## src/include/bsf_cfg.svh

```systemverilog
`ifndef BSF_CFG_SVH
`define BSF_CFG_SVH

// Register byte addresses on the APB.
`define BSF_ADDR_CMD 8'h00
`define BSF_ADDR_OPERAND 8'h04
`define BSF_ADDR_STATUS 8'h08
`define BSF_ADDR_PC 8'h0C
`define BSF_ADDR_IO_SEL 8'h10
`define BSF_ADDR_IO_DATA 8'h14
`define BSF_ADDR_ENGINE 8'h18

// Command word fields.
`define BSF_CMD_OP 4:0
`define BSF_CMD_BIT 10:8
`define BSF_CMD_IO 20:16
`define BSF_CMD_K 31:24
`define BSF_CMD_K_MSB 31

// Status register flag positions.
`define BSF_FLAG_I 7
`define BSF_FLAG_T 6
`define BSF_FLAG_H 5
`define BSF_FLAG_S 4
`define BSF_FLAG_V 3
`define BSF_FLAG_N 2
`define BSF_FLAG_Z 1
`define BSF_FLAG_C 0

// Reset values.
`define BSF_RST_CMD 32'h0000_0000
`define BSF_RST_OPERAND 8'h00
`define BSF_RST_STATUS_REGISTER 8'h00
`define BSF_RST_PC 16'h0000
`define BSF_RST_IO_SEL 5'h00
`define BSF_RST_PRDATA 32'h0000_0000

// Program counter step of one instruction word.
`define BSF_PC_STEP 16'h0001

`endif

```

## src/include/bsf_pkg.sv

```systemverilog
package bsf_pkg;

  typedef enum logic [4:0] {
    OP_BRANCH_IF_IRQ_ON,
    OP_BRANCH_IF_IRQ_OFF,
    OP_IO_BIT_SET,
    OP_IO_BIT_CLEAR,
    OP_LOGICAL_SHIFT_LEFT,
    OP_LOGICAL_SHIFT_RIGHT,
    OP_ROTATE_LEFT_CARRY,
    OP_ROTATE_RIGHT_CARRY,
    OP_ARITH_SHIFT_RIGHT,
    OP_BIT_TO_TFLAG,
    OP_TFLAG_TO_BIT,
    OP_OVERFLOW_FLAG_ON,
    OP_OVERFLOW_FLAG_OFF,
    OP_HALF_CARRY_ON,
    OP_HALF_CARRY_OFF,
    OP_SIGN_FLAG_ON,
    OP_SIGN_FLAG_OFF,
    OP_ZERO_FLAG_ON,
    OP_ZERO_FLAG_OFF
  } bsf_op_e;

  typedef enum logic [1:0] {
    ST_IDLE,
    ST_EXEC,
    ST_BR2,
    ST_IO_WR
  } bsf_fsm_e;

  typedef struct packed {
    bsf_fsm_e state;
    logic [31:0] cmd;
    logic [7:0] operand;
    logic [7:0] status_register;
    logic [15:0] pc;
    logic [4:0] io_sel;
    logic [31:0] prdata;
  } bsf_state_s;

endpackage : bsf_pkg

```

## src/verilog/bsf_io_mem.sv

```systemverilog
`timescale 1ns/1ps
`default_nettype none

// I/O register space with one write port and a registered read port.
module bsf_io_mem (
  input wire logic i_clk,
  input wire logic i_resetn,
  input wire logic i_we,
  input wire logic [4:0] i_waddr,
  input wire logic [7:0] i_wdata,
  input wire logic [4:0] i_raddr,
  output logic [7:0] o_rdata
);

  logic [7:0] mem_q [0:31];

  always_ff @(posedge i_clk)
  begin
    if (i_we)
    begin
      mem_q[i_waddr] <= i_wdata;
    end
  end

  always_ff @(posedge i_clk or negedge i_resetn)
  begin
    if (!i_resetn)
    begin
      o_rdata <= 8'h00;
    end
    else
    begin
      o_rdata <= mem_q[i_raddr];
    end
  end

endmodule : bsf_io_mem

`default_nettype wire

```

## src/verilog/bsf_datapath.sv

```systemverilog
`timescale 1ns/1ps
`default_nettype none
`include "bsf_cfg.svh"

module bsf_datapath
  import bsf_pkg::*;
(
  input wire logic i_clk,
  input wire logic i_resetn,
  input wire logic i_psel,
  input wire logic i_penable,
  input wire logic i_pwrite,
  input wire logic [7:0] i_paddr,
  input wire logic [31:0] i_pwdata,
  output logic [31:0] o_prdata,
  output logic o_pready,
  output logic o_pslverr,
  output logic o_busy,
  output logic [7:0] o_status
);

  localparam bsf_state_s RST_STATE = '{
    state: ST_IDLE,
    cmd: `BSF_RST_CMD,
    operand: `BSF_RST_OPERAND,
    status_register: `BSF_RST_STATUS_REGISTER,
    pc: `BSF_RST_PC,
    io_sel: `BSF_RST_IO_SEL,
    prdata: `BSF_RST_PRDATA
  };

  bsf_state_s q;
  bsf_state_s d;
  bsf_op_e op;
  logic [2:0] bsel;
  logic [7:0] bmask;
  logic [15:0] koff;
  logic addr_hit;
  logic wr_acc;
  logic mem_we;
  logic [4:0] mem_waddr;
  logic [4:0] mem_raddr;
  logic [7:0] mem_wdata;
  logic [7:0] mem_rdata;

  assign op = bsf_op_e'(q.cmd[`BSF_CMD_OP]);
  assign bsel = q.cmd[`BSF_CMD_BIT];
  assign bmask = 8'h01 << bsel;
  assign koff = {{8{q.cmd[`BSF_CMD_K_MSB]}}, q.cmd[`BSF_CMD_K]};

  // Address decode of the register map.
  always_comb
  begin
    case (i_paddr)
      `BSF_ADDR_CMD, `BSF_ADDR_OPERAND, `BSF_ADDR_STATUS, `BSF_ADDR_PC,
      `BSF_ADDR_IO_SEL, `BSF_ADDR_IO_DATA, `BSF_ADDR_ENGINE: addr_hit = 1'b1;
      default: addr_hit = 1'b0;
    endcase
  end

  // Writes wait while an instruction runs; reads never wait.
  assign o_pready = !(i_pwrite && (q.state != ST_IDLE));
  assign o_pslverr = i_psel && i_penable && !addr_hit;
  assign wr_acc = i_psel && i_penable && i_pwrite && o_pready && addr_hit;

  // The engine owns the I/O port while busy, software otherwise.
  assign mem_raddr = (q.state == ST_IDLE) ? q.io_sel : q.cmd[`BSF_CMD_IO];
  assign mem_we = (q.state == ST_IO_WR) || (wr_acc && (i_paddr == `BSF_ADDR_IO_DATA));
  assign mem_waddr = (q.state == ST_IO_WR) ? q.cmd[`BSF_CMD_IO] : q.io_sel;

  // Read-modify-write of one I/O bit.
  always_comb
  begin
    if (q.state != ST_IO_WR)
    begin
      mem_wdata = i_pwdata[7:0];
    end
    else if (op == OP_IO_BIT_SET)
    begin
      mem_wdata = mem_rdata | bmask;
    end
    else
    begin
      mem_wdata = mem_rdata & ~bmask;
    end
  end

  bsf_io_mem u_io_mem (
    .i_clk(i_clk),
    .i_resetn(i_resetn),
    .i_we(mem_we),
    .i_waddr(mem_waddr),
    .i_wdata(mem_wdata),
    .i_raddr(mem_raddr),
    .o_rdata(mem_rdata)
  );

  always_comb
  begin
    logic [7:0] res;
    logic cout;
    logic is_shift;
    res = q.operand;
    cout = q.status_register[`BSF_FLAG_C];
    is_shift = 1'b1;
    d = q;
    // Read data is captured in the setup cycle.
    if (i_psel && !i_penable)
    begin
      case (i_paddr)
        `BSF_ADDR_CMD: d.prdata = q.cmd;
        `BSF_ADDR_OPERAND: d.prdata = {24'h000000, q.operand};
        `BSF_ADDR_STATUS: d.prdata = {24'h000000, q.status_register};
        `BSF_ADDR_PC: d.prdata = {16'h0000, q.pc};
        `BSF_ADDR_IO_SEL: d.prdata = {27'h0, q.io_sel};
        `BSF_ADDR_IO_DATA: d.prdata = {24'h000000, mem_rdata};
        `BSF_ADDR_ENGINE: d.prdata = {31'h0, q.state != ST_IDLE};
        default: d.prdata = 32'h0000_0000;
      endcase
    end
    if (wr_acc)
    begin
      case (i_paddr)
        `BSF_ADDR_CMD:
        begin
          d.cmd = i_pwdata;
          d.state = ST_EXEC;
        end
        `BSF_ADDR_OPERAND: d.operand = i_pwdata[7:0];
        `BSF_ADDR_STATUS: d.status_register = i_pwdata[7:0];
        `BSF_ADDR_PC: d.pc = i_pwdata[15:0];
        `BSF_ADDR_IO_SEL: d.io_sel = i_pwdata[4:0];
        default: d.state = q.state;
      endcase
    end
    // Shift and rotate results.
    case (op)
      OP_LOGICAL_SHIFT_LEFT:
      begin
        res = {q.operand[6:0], 1'b0};
        cout = q.operand[7];
      end
      OP_LOGICAL_SHIFT_RIGHT:
      begin
        res = {1'b0, q.operand[7:1]};
        cout = q.operand[0];
      end
      OP_ROTATE_LEFT_CARRY:
      begin
        res = {q.operand[6:0], q.status_register[`BSF_FLAG_C]};
        cout = q.operand[7];
      end
      OP_ROTATE_RIGHT_CARRY:
      begin
        res = {q.status_register[`BSF_FLAG_C], q.operand[7:1]};
        cout = q.operand[0];
      end
      OP_ARITH_SHIFT_RIGHT:
      begin
        res = {q.operand[7], q.operand[7:1]};
        cout = q.operand[0];
      end
      default: is_shift = 1'b0;
    endcase
    case (q.state)
      ST_IDLE: d.state = d.state;
      ST_EXEC:
      begin
        d.state = ST_IDLE;
        d.pc = q.pc + `BSF_PC_STEP;
        if (is_shift)
        begin
          d.operand = res;
          d.status_register[`BSF_FLAG_Z] = (res == 8'h00);
          d.status_register[`BSF_FLAG_C] = cout;
          d.status_register[`BSF_FLAG_N] = res[7];
          d.status_register[`BSF_FLAG_V] = res[7] ^ cout;
        end
        case (op)
          OP_BRANCH_IF_IRQ_ON:
          begin
            if (q.status_register[`BSF_FLAG_I])
            begin
              d.state = ST_BR2;
              d.pc = q.pc;
            end
          end
          OP_BRANCH_IF_IRQ_OFF:
          begin
            if (!q.status_register[`BSF_FLAG_I])
            begin
              d.state = ST_BR2;
              d.pc = q.pc;
            end
          end
          OP_IO_BIT_SET, OP_IO_BIT_CLEAR: d.state = ST_IO_WR;
          OP_BIT_TO_TFLAG: d.status_register[`BSF_FLAG_T] = q.operand[bsel];
          OP_TFLAG_TO_BIT: d.operand[bsel] = q.status_register[`BSF_FLAG_T];
          OP_OVERFLOW_FLAG_ON: d.status_register[`BSF_FLAG_V] = 1'b1;
          OP_OVERFLOW_FLAG_OFF: d.status_register[`BSF_FLAG_V] = 1'b0;
          OP_HALF_CARRY_ON: d.status_register[`BSF_FLAG_H] = 1'b1;
          OP_HALF_CARRY_OFF: d.status_register[`BSF_FLAG_H] = 1'b0;
          OP_SIGN_FLAG_ON: d.status_register[`BSF_FLAG_S] = 1'b1;
          OP_SIGN_FLAG_OFF: d.status_register[`BSF_FLAG_S] = 1'b0;
          OP_ZERO_FLAG_ON: d.status_register[`BSF_FLAG_Z] = 1'b1;
          OP_ZERO_FLAG_OFF: d.status_register[`BSF_FLAG_Z] = 1'b0;
          default: d.state = ST_IDLE;
        endcase
      end
      ST_BR2:
      begin
        d.pc = q.pc + koff + `BSF_PC_STEP;
        d.state = ST_IDLE;
      end
      ST_IO_WR: d.state = ST_IDLE;
      default: d.state = ST_IDLE;
    endcase
  end

  always_ff @(posedge i_clk or negedge i_resetn)
  begin
    if (!i_resetn)
    begin
      q <= RST_STATE;
    end
    else
    begin
      q <= d;
    end
  end

  assign o_prdata = q.prdata;
  assign o_busy = (q.state != ST_IDLE);
  assign o_status = q.status_register;
endmodule : bsf_datapath

`default_nettype wire

```

## config.mk

```make
export PLATFORM = sky130hd
export DESIGN_NAME = bsf_datapath
export DESIGN_NICKNAME = d
export VERILOG_FILES = /design/src/include/bsf_pkg.sv /design/src/verilog/bsf_io_mem.sv /design/src/verilog/bsf_datapath.sv
export VERILOG_INCLUDE_DIRS = /design/src /design/src/include
export SDC_FILE = /design/constraint.sdc
export NUM_CORES = 1
export LEC_CHECK = 0
export BUFFER_PORTS_ARGS = -buffer_cell sky130_fd_sc_hd__buf_2
export CAP_MARGIN = 20
export CORE_ASPECT_RATIO = 0.7
export CORE_MARGIN = 2
export CORE_UTILIZATION = 50
export CTS_BUF_LIST = sky130_fd_sc_hd__clkbuf_2 sky130_fd_sc_hd__clkbuf_4 sky130_fd_sc_hd__clkbuf_8
export DETAILED_ROUTE_END_ITERATION = 16
export GPL_TIMING_DRIVEN = 0
export PLACE_DENSITY_LB_ADDON = 0.08
export SETUP_SLACK_MARGIN = 0.1
export SLEW_MARGIN = 0
export SYNTH_ARGS = -nofsm -noshare
export SYNTH_HDL_FRONTEND = slang
export SYNTH_SLANG_ARGS = --single-unit
```

## constraint.sdc

```tcl
create_clock -name i_clk -period 2.9 [get_ports i_clk]
set_clock_uncertainty 0.2 [all_clocks]
set_input_delay 0.435 -clock i_clk [delete_from_list [all_inputs] [get_ports i_clk]]
set_output_delay 0.435 -clock i_clk [all_outputs]
set_load 0.03 [all_outputs]
```

==> reports/metrics.yaml <==
outcome:
  outcome: "finished with violations"
  violations: "negative setup slack"
final_layout:
  fillCellCount: 2602
  drive_above_1_share_pct: 32.6
  antenna_cells: 0
  nets: 1788
  final_area_um2: 22800
  area_delta_synth_final_pct: 27.6
cts:
  clkTransAtPathRegs_ns: 0.06
  h-tree-depth: 2
  cts_buffer_depth: 3
  numCtsBuffers: 57
  cts-root-buf: "clkbuf_8"
  cts_tree: "yes"
  cts.sinks: 367
  clock_latency_ns: 0.63
setup_path:
  cp-end-kind: "flop"
  critPathTopFamily: "compound AO/OA/AOI/OAI gates"
  critPathArrivalTime_ns: 3.31
  crit_chain: "inv_2 -> ha_4 -> mux2i_4 -> buf_12 -> buf_16 -> mux4_2 -> a22oi_2 -> a21oi_2 -> a221o_1"
  start_kind: "flop"
  cpMaxStageDelayCell: "mux4_2"
  crit_buf_inv: 3
  path_max_fanout: 8
  rrSetupSlack_ns: -0.14
  critical_path_required_ns: 3.17
  slowest_delay_ns: 0.52
  rr_endpoint: "u_io_mem.o_rdata[1]$_DFF_PN0_"
  r2r-start: "q[101]$_DFFE_PN0P_"
  critPathKind: "reg2reg"
  r2r_cells: 9
timing:
  drv_slew: 0
  fin_crit_sh_pct: 105
  period_minus_slack_ns: 3.04
  rsz0062_at_grt: "true"
  fin_ws_ns: -0.139
  max-slew-margin-rel_pct: 44.8
  fin_setup_tns_ns: -0.632
  timing.fmax_mhz: 329
  setup_violations: 7
  hold_viol: 0
  worst_pin_slew_ns: 0.812
logic_synthesis:
  seq_area_frac_synth_pct: 58.7
  syn_area_per_cell_um2: 12.4
  yosysWarningCount: 0
  ys_types: 74
  synth-edff-count: 256
  synth_area_um2: 17800
  synth_seq_cells: 367
  syn-num-nets: 1508
  syn_inst: 1442
  ys.flop_type: "edfxtp_1"
  ys_async_sr_fraction_pct: 30.2
hold_path:
  holdPathEnd: "op[0]$_DFFE_PN0P_"
  hold_depth: 2
  min_path_type: "in2reg"
  hp-start: "i_pwdata[0]"
placement:
  globalplace.congestion: 0.934
  hpwl_um: 38100
  placed_area_um2: 19100
  io_buffers: 85
  dp_slack_ns: -1.36
floorplanning:
  pin_count: 88
  start_util_pct: 51.0
  die_x_um: 230
  fp.dieH_um: 162
  coreArea_um2: 34900
  num_rows: 57
  dieArea_um2: 37200
routing:
  post-route-drc-count: 0
  ant_nets: 0
  routedWlPerCell_um: 25.9
  wirelength_um: 58000
  vias: 14000
  vias_per_cell: 6.25
  first_iter_violations: 1932
  dr.pass1.iters: 6
grt:
  grt_pass1_vias: 13300
  grt_max_degree: 93
  grt_pass1_wl_um: 84800
  grt_use_total_pct: 30.8
  antenna_found_initial: 1
  grt_overflow_total: 0
pwr:
  vdd_drop_max_uv: 305
  p_per_area_nw_per_um2: 565
  power_leakage_uw: 0.00862
  p_total_uw: 12900
flow_run:
  max-cap-violations: 0
==> worst max path at each step <==
stage	from	to	cells past startpoint
2_1_floorplan	q[101]$_DFFE_PN0P_	u_io_mem.mem_q[0][5]$_DFFE_PP_	6
5_1_grt	q[101]$_DFFE_PN0P_	u_io_mem.o_rdata[3]$_DFF_PN0_	9
3_3_place_gp	op[2]$_DFFE_PN0P_	u_io_mem.mem_q[9][3]$_DFFE_PP_	6
6_report	q[101]$_DFFE_PN0P_	u_io_mem.o_rdata[1]$_DFF_PN0_	9
4_1_cts	q[101]$_DFFE_PN0P_	u_io_mem.o_rdata[5]$_DFF_PN0_	9
3_5_place_dp	q[101]$_DFFE_PN0P_	u_io_mem.mem_q[10][1]$_DFFE_PP_	11
==> cell usage after synthesis, drive strengths merged (6+ instances only) <==
cell	count	area, um^2
a2111oi	6	52.6
a211oi	10	75.1
a21o	10	75.1
a21oi	96	480
a221o	6	60.1
a221oi	14	140
a22o	7	61.3
a22oi	42	315
a2bb2oi	8	70.1
a31oi	10	62.6
and2	6	37.5
and3	11	68.8
buf	69	450
clkbuf	56	211
dfrtp	111	2780
edfxtp	256	7690
ha	20	250
inv	20	75.1
mux2	49	552
mux2i	58	584
mux4	43	968
nand2	178	671
nand2b	8	50.1
nand3	22	110
nand4	8	50.1
nor2	89	334
nor2b	12	75.1
nor3	15	75.1
nor4	6	43.8
o21a	6	45.0
o21ai	65	325
o221ai	6	52.6
o22ai	27	169
o31ai	19	143
xnor2	11	96.3
xor2	10	87.6
==> placed cells by master (no fill, tap or decap), types with 43 or more instances in the layout <==
cell type | synthesis | layout
edfxtp_1 | 256 | 256
clkbuf_8 | 0 | 61
o21ai_0 | 65 | 64
dfrtp_1 | 111 | 106
a21oi_1 | 96 | 83
buf_12 | 0 | 43
mux2_2 | 47 | 46
mux4_2 | 43 | 43
buf_4 | 43 | 91
buf_2 | 18 | 92
mux2i_1 | 57 | 48
nand2_1 | 177 | 171
nor2_1 | 89 | 49
==> cells by family (layout without fill, tap and decap cells) <==
kind of cell / count (synthesis) / after routing / share of synthesized area (%)
flops: 367 / 367 / 58.7
compound gates: 362 / 364 / 13.4
buf+inv: 145 / 469 / 4.13
xor+xnor: 21 / 21 / 1.03
fa+ha+maj: 21 / 21 / 1.51
simple gates: 376 / 376 / 9.47
mux: 150 / 150 / 11.8
==> worst reg2reg max path: cells and delay by family, from the launching register on <==
| family | cells | cell delay (ns) |
|---|---|---|
| mux | 2 | 0.80 |
| compound gates | 3 | 0.88 |
| buf+inv | 3 | 0.40 |
| fa+ha+maj | 1 | 0.19 |
| flops | 1 | 0.41 |
==> report_power, final <==
| group | total (uW) | leakage [uW] | internal [uW] | switching [uW] |
|---|---|---|---|---|
| Sequential | 6030 | 0.00375 | 5750 | 278 |
| Clock | 4390 | 0.000604 | 2320 | 2070 |
| Combinational | 2450 | 0.00427 | 921 | 1530 |
==> per-layer routing <==
metal,global-route usage [%],part of all wire [%],vias up
li1,-,-,6061
met1,46.4,43,6893
met2,41.3,40,918
met3,11.4,14,133
met4,8.91,3.0,2
met5,0,0.017,-
==> per-stage QoR <==
step / hold WS [ns] / util [%] / instances
after floorplan: -0.0606 / - / 1442
after global placement: 0.264 / 54.0 / 1999
after detailed placement: 0.0940 / 54.6 / 2006
after CTS: 0.0154 / 63.8 / 2213
after global routing: 0.0218 / 65.1 / 2240
final: 0.0375 / 65.1 / 2240
==> sequential cells by signal, summed over array words and instances, names as in the netlist <==
register and cells:
bsel 3, o_status 8, q 47, koff 8
u_io_mem.mem_q 256, u_io_mem.o_rdata 8, o_prdata 32, op 5
==> cell type report <==
| type | instances | area [um^2] | share of cell area (%) |
|---|---|---|---|
| Sequential cell | 367 | 10500 | 46.0 |
| Multi-Input combinational cell | 932 | 7480 | 32.8 |
| Timing Repair Buffer | 220 | 2130 | 9.35 |
| Clock buffer | 85 | 1010 | 4.45 |
| Buffer | 124 | 891 | 3.91 |
| Tap cell | 472 | 591 | 2.59 |
| Clock inverter | 20 | 116 | 0.511 |
| Inverter | 20 | 75.1 | 0.330 |
==> repair_timing <==
item                                    in CTS  in global routing
hold buffers                                31                  0
endpoints found under the setup margin     589                434
resized for setup                          201                 51
gates cloned                                 3                  0
setup buffers                               69                 29
hold endpoints to repair                   143                  0
pin swaps                                   48                 27
No activity file was read; power rests on OpenSTA's default activity.
